===== src/rtl/qhd_pkg.sv =====
package qhd_pkg;

    // ------------------------------------------------------------
    // Link pointer dword layout
    // ------------------------------------------------------------
    localparam int LNK_ADDR_LSB = 5;
    localparam int LNK_KIND_LSB = 1;
    localparam int LNK_TERM_BIT = 0;

    typedef enum logic [1:0] {
        QHD_KIND_ISOCH = 2'h0,
        QHD_KIND_QH = 2'h1,
        QHD_KIND_SPLIT_ISOCH = 2'h2,
        QHD_KIND_SPAN_NODE = 2'h3
    } qhd_kind_t;

    // ------------------------------------------------------------
    // Endpoint characteristics dword layout
    // ------------------------------------------------------------
    localparam int EC_NAK_RELOAD_LSB = 28;
    localparam int EC_CTRL_EP_BIT = 27;
    localparam int EC_MAX_PKT_LSB = 16;
    localparam int EC_RECLAIM_BIT = 15;
    localparam int EC_TOGGLE_CTRL_BIT = 14;
    localparam int EC_SPEED_LSB = 12;
    localparam int EC_EP_NUM_LSB = 8;
    localparam int EC_INACT_BIT = 7;
    localparam int EC_DEV_ADDR_LSB = 0;

    typedef enum logic [1:0] {
        QHD_SPEED_FULL = 2'h0,
        QHD_SPEED_LOW = 2'h1,
        QHD_SPEED_HIGH = 2'h2,
        QHD_SPEED_RSVD = 2'h3
    } qhd_speed_t;

    // ------------------------------------------------------------
    // Endpoint capabilities dword layout
    // ------------------------------------------------------------
    localparam int CAP_MULT_LSB = 30;
    localparam int CAP_PORT_LSB = 23;
    localparam int CAP_HUB_LSB = 16;
    localparam int CAP_CS_MASK_LSB = 8;
    localparam int CAP_SS_MASK_LSB = 0;
    localparam logic [1:0] QHD_MULT_RSVD = 2'h0;

    // ------------------------------------------------------------
    // Limits and reset values
    // ------------------------------------------------------------
    localparam logic [10:0] QHD_MAX_PKT_LIMIT = 11'h400;
    localparam logic [3:0] QHD_NAK_RST = 4'h0;
    localparam logic [7:0] QHD_MASK_RST = 8'h00;

endpackage


===== src/rtl/qhd_link_decode.sv =====
`timescale 1ns/1ns
module qhd_link_decode
    import qhd_pkg::*;
(
    // Clock and reset
    input wire logic clock,
    input wire logic rstn,
    // Pointer load
    input wire logic load,
    input wire logic [31:0] dword,
    // Decoded pointer
    output logic [26:0] addr,
    output qhd_kind_t kind,
    output logic valid
);

    typedef struct packed {
        logic [26:0] addr;
        qhd_kind_t kind;
        logic valid;
    } qhd_link_state_t;

    qhd_link_state_t st_reg;
    qhd_link_state_t st_next;

    always_comb begin
        st_next = st_reg;
        if (load) begin
            st_next.addr = dword[31:LNK_ADDR_LSB];
            st_next.kind = qhd_kind_t'(dword[LNK_KIND_LSB +: 2]);
            st_next.valid = ~dword[LNK_TERM_BIT];
        end
    end

    always_ff @(posedge clock) begin
        if (!rstn) begin
            st_reg <= '{addr: 27'h0, kind: QHD_KIND_ISOCH, valid: 1'b0};
        end else begin
            st_reg <= st_next;
        end
    end

    assign addr = st_reg.addr;
    assign kind = st_reg.kind;
    assign valid = st_reg.valid;
endmodule


===== src/rtl/qhd_nak_counter.sv =====
`timescale 1ns/1ns
module qhd_nak_counter
    import qhd_pkg::*;
(
    // Clock and reset
    input wire logic clock,
    input wire logic rstn,
    // Control
    input wire logic reload,
    input wire logic [3:0] reload_value,
    input wire logic nak_seen,
    // Count
    output logic [3:0] count,
    output logic exhausted
);

    typedef struct packed {
        logic [3:0] count;
        logic exhausted;
    } qhd_nak_state_t;

    qhd_nak_state_t st_reg;
    qhd_nak_state_t st_next;

    always_comb begin
        st_next = st_reg;
        if (reload) begin
            st_next.count = reload_value;
        end else if (nak_seen && st_reg.count != 4'h0) begin
            st_next.count = st_reg.count - 4'h1;
        end
        st_next.exhausted = (st_next.count == 4'h0);
    end

    always_ff @(posedge clock) begin
        if (!rstn) begin
            st_reg <= '{count: QHD_NAK_RST, exhausted: 1'b1};
        end else begin
            st_reg <= st_next;
        end
    end

    assign count = st_reg.count;
    assign exhausted = st_reg.exhausted;
endmodule


===== src/rtl/qhd_queue_head.sv =====
`timescale 1ns/1ns
// Function
// - Link type code 00/01/10/11 means isochronous, queue head, split isochronous, span node.
// - A terminated link pointer is invalid and never followed.
// - Working NAK counter reloads from the queue head's reload value.
// - Each data packet is limited to max packet bytes, itself at most 1024.
// - A queue head with the reclamation flag marks the reclamation list head.
// - Toggle control 0 keeps stored toggle; 1 takes it from the element descriptor.
// - Speed code 00 full, 01 low, 10 high, 11 reserved.
// - Multiplier 01/10/11 gives one, two, three transactions; 00 is reserved.
// - Split transactions go to the translator port given by the queue head.
// - Split transactions address the translator hub given by the queue head.
// - Complete-splits only in micro-frames set in the complete-split mask.
// - Start-splits only in micro-frames set in the start-split mask.
// - Current element link locates the element descriptor in progress.
// - NAK counter decrements on each NAK or NYET handshake until it reaches zero, then holds.
// - Complete-split progress mask tracks which complete-splits were done.
// - Split frame tag tracks the progress of an interrupt split.
// - Split byte tally counts bytes moved in an IN or OUT split.
module qhd_queue_head
    import qhd_pkg::*;
(
    // Clock and reset
    input wire logic clock,
    input wire logic rstn,
    // Descriptor load
    input wire logic qh_load,
    input wire logic [31:0] horizontal_dword,
    input wire logic [31:0] ep_char_dword,
    input wire logic [31:0] ep_cap_dword,
    input wire logic [31:0] current_dword,
    input wire logic overlay_toggle,
    input wire logic [7:0] overlay_progress,
    input wire logic [4:0] overlay_frame_tag,
    input wire logic [6:0] overlay_byte_tally,
    // Element descriptor load
    input wire logic elem_load,
    input wire logic elem_toggle,
    // Transaction results
    input wire logic xact_done,
    input wire logic xact_nak_nyet,
    input wire logic xact_ack,
    // Micro-frame schedule
    input wire logic uframe_tick,
    input wire logic [2:0] uframe_index,
    input wire logic [4:0] frame_index,
    input wire logic ss_issued,
    input wire logic cs_done,
    input wire logic [6:0] split_bytes,
    // Packet length check
    input wire logic pkt_check,
    input wire logic [10:0] pkt_len,
    // Service
    input wire logic service_done,
    // Horizontal and current links
    output logic [26:0] horizontal_link,
    output qhd_kind_t descriptor_kind,
    output logic horizontal_valid,
    output logic [26:0] current_element_link,
    output logic follow_next,
    // Endpoint and token fields
    output logic [6:0] device_address,
    output logic [3:0] endpoint_number,
    output logic [10:0] token_addr,
    output qhd_speed_t endpoint_speed,
    output logic speed_reserved,
    output logic [10:0] max_packet_bytes,
    output logic control_endpoint,
    output logic reclaim_head,
    output logic inactivate_next,
    output logic data_toggle,
    // Transaction budget
    output logic [1:0] transactions_per_microframe,
    output logic [1:0] xact_remaining,
    output logic mult_reserved,
    // Split state
    output logic [6:0] tt_port_number,
    output logic [6:0] tt_hub_address,
    output logic [7:0] start_split_mask,
    output logic [7:0] complete_split_mask,
    output logic ss_go,
    output logic cs_go,
    output logic [7:0] complete_split_progress,
    output logic [4:0] split_frame_tag,
    output logic [6:0] split_byte_tally,
    // Packet check and NAK state
    output logic pkt_ok,
    output logic [10:0] pkt_limit,
    output logic [3:0] nak_count,
    output logic nak_exhausted
);

    // ------------------------------------------------------------
    // State
    // ------------------------------------------------------------
    typedef struct packed {
        logic [3:0] nak_reload_value;
        logic ctrl_ep;
        logic [10:0] max_pkt;
        logic reclaim;
        logic toggle_ctrl;
        qhd_speed_t speed;
        logic speed_rsvd;
        logic [3:0] ep_num;
        logic inact;
        logic [6:0] dev_addr;
        logic [10:0] token;
        logic [1:0] mult;
        logic mult_rsvd;
        logic [1:0] xact_left;
        logic [6:0] tt_port;
        logic [6:0] tt_hub;
        logic [7:0] cs_mask;
        logic [7:0] ss_mask;
        logic toggle;
        logic [7:0] progress;
        logic [4:0] frame_tag;
        logic [6:0] byte_tally;
        logic ss_go;
        logic cs_go;
        logic pkt_ok;
        logic [10:0] pkt_limit;
        logic follow;
    } qhd_state_t;

    qhd_state_t st_reg;
    qhd_state_t st_next;

    // ------------------------------------------------------------
    // Link pointers and NAK counter
    // ------------------------------------------------------------
    qhd_link_decode u_horizontal (
        .clock(clock),
        .rstn(rstn),
        .load(qh_load),
        .dword(horizontal_dword),
        .addr(horizontal_link),
        .kind(descriptor_kind),
        .valid(horizontal_valid)
    );

    // The current element link carries no type code; only its address is used.
    qhd_link_decode u_current (
        .clock(clock),
        .rstn(rstn),
        .load(qh_load),
        .dword(current_dword),
        .addr(current_element_link),
        .kind(),
        .valid()
    );

    qhd_nak_counter u_nak (
        .clock(clock),
        .rstn(rstn),
        .reload(qh_load),
        .reload_value(ep_char_dword[EC_NAK_RELOAD_LSB +: 4]),
        .nak_seen(xact_done && xact_nak_nyet),
        .count(nak_count),
        .exhausted(nak_exhausted)
    );

    // ------------------------------------------------------------
    // Next state
    // ------------------------------------------------------------
    logic is_split;
    logic [1:0] cap_mult;

    assign is_split = (st_reg.speed == QHD_SPEED_FULL) || (st_reg.speed == QHD_SPEED_LOW);
    assign cap_mult = ep_cap_dword[CAP_MULT_LSB +: 2];

    always_comb begin
        st_next = st_reg;
        st_next.ss_go = 1'b0;
        st_next.cs_go = 1'b0;
        st_next.follow = 1'b0;
        if (qh_load) begin
            st_next.nak_reload_value = ep_char_dword[EC_NAK_RELOAD_LSB +: 4];
            st_next.max_pkt = ep_char_dword[EC_MAX_PKT_LSB +: 11];
            st_next.reclaim = ep_char_dword[EC_RECLAIM_BIT];
            st_next.toggle_ctrl = ep_char_dword[EC_TOGGLE_CTRL_BIT];
            st_next.speed = qhd_speed_t'(ep_char_dword[EC_SPEED_LSB +: 2]);
            st_next.speed_rsvd = (ep_char_dword[EC_SPEED_LSB +: 2] == QHD_SPEED_RSVD);
            // High-speed heads ignore the control and inactivate flags set by software.
            st_next.ctrl_ep = ep_char_dword[EC_CTRL_EP_BIT] && !ep_char_dword[EC_SPEED_LSB + 1];
            st_next.inact = ep_char_dword[EC_INACT_BIT] && !ep_char_dword[EC_SPEED_LSB + 1];
            st_next.ep_num = ep_char_dword[EC_EP_NUM_LSB +: 4];
            st_next.dev_addr = ep_char_dword[EC_DEV_ADDR_LSB +: 7];
            st_next.token = {ep_char_dword[EC_EP_NUM_LSB +: 4], ep_char_dword[EC_DEV_ADDR_LSB +: 7]};
            st_next.mult = cap_mult;
            st_next.mult_rsvd = (cap_mult == QHD_MULT_RSVD);
            st_next.xact_left = cap_mult;
            st_next.tt_port = ep_cap_dword[CAP_PORT_LSB +: 7];
            st_next.tt_hub = ep_cap_dword[CAP_HUB_LSB +: 7];
            st_next.cs_mask = ep_cap_dword[CAP_CS_MASK_LSB +: 8];
            st_next.ss_mask = ep_cap_dword[CAP_SS_MASK_LSB +: 8];
            st_next.toggle = overlay_toggle;
            st_next.progress = overlay_progress;
            st_next.frame_tag = overlay_frame_tag;
            st_next.byte_tally = overlay_byte_tally;
        end else begin
            if (elem_load && st_reg.toggle_ctrl) begin
                st_next.toggle = elem_toggle;
            end else if (xact_done && xact_ack) begin
                st_next.toggle = ~st_reg.toggle;
            end
            if (xact_done && st_reg.xact_left != 2'h0) begin
                st_next.xact_left = st_reg.xact_left - 2'h1;
            end
            if (uframe_tick) begin
                // A fresh micro-frame restores the per-micro-frame budget.
                st_next.xact_left = st_reg.mult;
                st_next.ss_go = is_split && st_reg.ss_mask[uframe_index];
                st_next.cs_go = is_split && st_reg.cs_mask[uframe_index];
            end
            // A start-split opens a new split and so wins over a complete-split or data in the same cycle.
            if (ss_issued) begin
                st_next.frame_tag = frame_index;
                st_next.progress = QHD_MASK_RST;
                st_next.byte_tally = 7'h00;
            end else begin
                if (cs_done) begin
                    st_next.progress = st_reg.progress | (8'h01 << uframe_index);
                end
                if (xact_done && !xact_nak_nyet) begin
                    st_next.byte_tally = 7'(st_reg.byte_tally + split_bytes);
                end
            end
            if (pkt_check) begin
                // The field can encode more than the bus allows, so both bounds apply.
                st_next.pkt_limit = (st_reg.max_pkt > QHD_MAX_PKT_LIMIT) ? QHD_MAX_PKT_LIMIT : st_reg.max_pkt;
                st_next.pkt_ok = (pkt_len <= st_reg.max_pkt) && (pkt_len <= QHD_MAX_PKT_LIMIT);
            end
            if (service_done) begin
                st_next.follow = horizontal_valid;
            end
        end
    end

    always_ff @(posedge clock) begin
        if (!rstn) begin
            st_reg <= '0;
        end else begin
            st_reg <= st_next;
        end
    end

    // ------------------------------------------------------------
    // Outputs
    // ------------------------------------------------------------
    assign follow_next = st_reg.follow;
    assign device_address = st_reg.dev_addr;
    assign endpoint_number = st_reg.ep_num;
    assign token_addr = st_reg.token;
    assign endpoint_speed = st_reg.speed;
    assign speed_reserved = st_reg.speed_rsvd;
    assign max_packet_bytes = st_reg.max_pkt;
    assign control_endpoint = st_reg.ctrl_ep;
    assign reclaim_head = st_reg.reclaim;
    assign inactivate_next = st_reg.inact;
    assign data_toggle = st_reg.toggle;
    assign transactions_per_microframe = st_reg.mult;
    assign xact_remaining = st_reg.xact_left;
    assign mult_reserved = st_reg.mult_rsvd;
    assign tt_port_number = st_reg.tt_port;
    assign tt_hub_address = st_reg.tt_hub;
    assign start_split_mask = st_reg.ss_mask;
    assign complete_split_mask = st_reg.cs_mask;
    assign ss_go = st_reg.ss_go;
    assign cs_go = st_reg.cs_go;
    assign complete_split_progress = st_reg.progress;
    assign split_frame_tag = st_reg.frame_tag;
    assign split_byte_tally = st_reg.byte_tally;
    assign pkt_ok = st_reg.pkt_ok;
    assign pkt_limit = st_reg.pkt_limit;
endmodule


===== config.mk =====
export PLATFORM = sky130hd
export DESIGN_NAME = qhd_queue_head
export DESIGN_NICKNAME = d
export VERILOG_FILES = /design/src/rtl/qhd_pkg.sv /design/src/rtl/qhd_link_decode.sv /design/src/rtl/qhd_nak_counter.sv /design/src/rtl/qhd_queue_head.sv
export SDC_FILE = /design/constraint.sdc
export NUM_CORES = 1
export LEC_CHECK = 0
export BUFFER_PORTS_ARGS = -buffer_cell sky130_fd_sc_hd__buf_2
export CAP_MARGIN = 20
export CORE_ASPECT_RATIO = 0.5
export CORE_MARGIN = 5
export CORE_UTILIZATION = 43
export CTS_CLUSTER_SIZE = 30
export DETAILED_ROUTE_END_ITERATION = 7
export PLACE_DENSITY = 0.77
export SYNTH_ARGS = -nofsm -noshare
export SYNTH_HDL_FRONTEND = slang
export SYNTH_SLANG_ARGS = --single-unit

===== constraint.sdc =====
create_clock -name clock -period 1.9 [get_ports clock]
set_input_delay 0.095 -clock clock [delete_from_list [all_inputs] [get_ports clock]]
set_output_delay 0.095 -clock clock [all_outputs]
set_load 0.005 [all_outputs]

==> flow_metrics.env <==
export IMPL_status="completed"
export IMPL_period_needed_ns=1.79
export IMPL_p_seq_frac=0.435
export IMPL_die_w_um=202
export IMPL_root_buffer="clkbuf_16"
export IMPL_synthArstFlopShare=0
export IMPL_initial_core_util=0.434
export IMPL_p_int_w=0.00635
export IMPL_via_per_inst=4.84
export IMPL_cts_tree="done"
export IMPL_first_pass_iters=4
export IMPL_nFillCells=1482
export IMPL_grt_usage=0.210
export IMPL_grt_pass1_wl_um=36900
export IMPL_powerDensity_nw_per_um2=774
export IMPL_syn_area_um2=7920
export IMPL_leakage_nw=5.45
export IMPL_drive_above_1_share=0.340
export IMPL_worstPathCellList="ha_2, fa_2, buf_4, a21o_1, a211oi_2, nor3_1, a21oi_1, a21oi_1"
export IMPL_hold_viol_final=0
export IMPL_die_area_um2=21400
export IMPL_drv_slew=0
export IMPL_finalClockSkew_ns=0.00946
export IMPL_critPathKind="reg2reg"
export IMPL_endpoint_kind="flip-flop"
export IMPL_ys_ff_latch=162
export IMPL_rows=35
export IMPL_antenna_found_initial=0
export IMPL_first_iter_violations=256
export IMPL_maxUsedRoutingLayer="met4"
export IMPL_ios=360
export IMPL_whs_ns=0.0207
export IMPL_cts_buffers=17
export IMPL_final_cell_mix="buf_2 (350), dfxtp_1 (162), dlygate4sd3_1 (134)"
export IMPL_place_hpwl_um=15900
export IMPL_synth_edf_count=0
export IMPL_cts_sinks=162
export IMPL_crit_family="compound AO/OA/AOI/OAI gates"
export IMPL_met3_length_um=945
export IMPL_netlist_instances=822
export IMPL_clockPowerShare=0.391
export IMPL_fmax_mhz=558
export IMPL_p_switching_w=0.00222
export IMPL_ys_seq_area_frac=0.410
export IMPL_slowest_delay_ns=0.35
export IMPL_total_power_w=0.00857
export IMPL_wl_um=23800
export IMPL_place_gp_congestion=0.881
export IMPL_die_h_um=106
export IMPL_route_met2_wl_um=12700
export IMPL_nNetsFinal=1402
export IMPL_ys_warn_count=0
export IMPL_syn2layout_area_growth_pct=39.8
export IMPL_port_buffers=352
export IMPL_tightest_slew_ns=0.515
export IMPL_ys_types=47
export IMPL_layout_commonest_cell="buf_2"
export IMPL_clock_latency_ns=0.40
export IMPL_required_ns=2.18
export IMPL_p_sw_frac=0.259
export IMPL_slowest_stage="fa_2"
export IMPL_wl_met1_um=9240
export IMPL_crit_top_cell="a21oi_1"
export IMPL_final_core_util=0.606
export IMPL_path_clk_slew_ns=0.07
export IMPL_relSlewSlack=0.657
export IMPL_vias=7000
export IMPL_critPathBufInv=1
export IMPL_final_setup_viol_count=0
export IMPL_post_route_period_util=0.944
export IMPL_hold_class="in2reg"
export IMPL_grt_ovfl_total=0
export IMPL_grt_max_degree=76
export IMPL_wl_per_cell_um=16.4
export IMPL_synth_area_per_cell_um2=9.63
export IMPL_comb_power_share=0.174
export IMPL_ant_nets=0
export IMPL_syn_num_nets=1030
export IMPL_core_area_um2=18300
export IMPL_htreeDepth=4
export IMPL_drcViolationCount=0
export IMPL_worstPathArrival_ns=2.07
export IMPL_ir_drop_mv=0.552
export IMPL_clockBufferDepth=2
export IMPL_synth_main_ff_cell="dfxtp_1"
export IMPL_antenna_diode_count=0
export IMPL_critPathMaxFanout=3
export IMPL_cap_violations=0
export IMPL_grt_pass1_vias=7269
export IMPL_start_kind="flip-flop"
-- cell families (layout without fill, tap and decap cells) --
| group | after synthesis | after routing | synth area share |
|---|---|---|---|
| flip-flops | 162 | 162 | 0.410 |
| adder cells (fa/ha/maj) | 20 | 20 | 0.0325 |
| AO/OA/AOI/OAI | 102 | 102 | 0.0809 |
| XOR/XNOR | 6 | 6 | 0.00664 |
| multiplexers | 127 | 127 | 0.167 |
| AND/OR/NAND/NOR | 244 | 244 | 0.173 |
| buffers and inverters | 161 | 546 | 0.130 |
-- final cells by class --
type | count | area (um2) | share of cell area
clock inverters | 10 | 98.8 | 0.00893
clock buffers | 22 | 474 | 0.0428
repair buffers | 498 | 3230 | 0.292
flip-flops and latches | 162 | 3240 | 0.293
inverters | 16 | 60.1 | 0.00543
multi-input cells | 499 | 3660 | 0.331
well taps | 240 | 300 | 0.0271
-- metal layers --
layer | GRT usage | vias up
met3 | 0.0351 | 67
li1 | - | 3420
met5 | 0 | -
met4 | 0.0892 | 0
met2 | 0.407 | 199
met1 | 0.227 | 3314
-- worst register-to-register path: stages (launching register included) --
cell      delay, ns
dfxtp_1        0.33
ha_2           0.19
fa_2           0.35
buf_4          0.15
a21o_1         0.16
a211oi_2       0.22
nor3_1         0.07
a21oi_1        0.11
a21oi_1        0.08
-- path summary, 6_finish.rpt --
kind / from / end / slack, ns / cells past startpoint
setup / recovery: split_byte_tally[0] / split_byte_tally[4] / 0.11 / 8
hold / removal: ep_char_dword[30] / u_nak.count[2] / 0.02 / 3
setup reg to reg: split_byte_tally[0] / split_byte_tally[4] / 0.11 / 8
hold reg to reg: pkt_limit[5] / pkt_limit[5] / 0.46 / 2
-- synth_stat cells, types with 4 or more instances --
library cell,count,area [um2]
nor3_1,7,35.0
nor3b_1,6,45.0
a22oi_1,5,37.5
nand2_1,41,154
nor4_1,5,31.3
nand4_1,5,31.3
mux4_2,4,90.1
buf_2,16,80.1
buf_4,108,811
xnor2_1,4,35.0
nand2b_1,4,25.0
mux2i_1,122,1220
o211a_1,5,50.1
clkbuf_1,21,78.8
ha_1,19,238
inv_1,16,60.1
o21ai_0,32,160
nor2b_1,131,820
a21oi_1,30,150
a21boi_0,6,45.0
dfxtp_1,162,3240
nor2_1,20,75.1
nand3_1,6,30.0
and2_1,7,43.8
a211oi_1,8,60.1
-- what timing repair did --
action                     in CTS  in global routing
gates resized for setup         1                  3
hold endpoints to repair      135                  0
setup buffers                   0                  0
setup endpoints to repair       1                  2
hold buffers                  134                  0
-- power groups by stage --
| stage | clock, W | sequential, W | combinational [W] |
|---|---|---|---|
| 2_1_floorplan | 0 | 0.00378 | 0.000836 |
| 3_3_place_gp | 0 | 0.00378 | 0.00120 |
| 3_5_place_dp | 0 | 0.00379 | 0.00124 |
| 4_1_cts | 0.00344 | 0.00372 | 0.00146 |
| 5_1_grt | 0.00359 | 0.00375 | 0.00162 |
| 6_report | 0.00335 | 0.00373 | 0.00149 |
-- through the flow --
| stage | cells | setup WS (ns) | TNS [ns] | area (um2) |
|---|---|---|---|---|
| 6_report | 1447 | 0.107 | 0 | 11100 |
| 4_1_cts | 1447 | 0.0235 | 0 | 11100 |
| 3_5_place_dp | 1281 | 0.0188 | 0 | 9140 |
| 3_3_place_gp | 1281 | 0.0812 | 0 | 9140 |
| 2_1_floorplan | 822 | 0.0997 | 0 | 7920 |
| 5_1_grt | 1447 | -0.00483 | -0.00483 | 11100 |
Note: power is estimated with default switching activity, not from simulation.
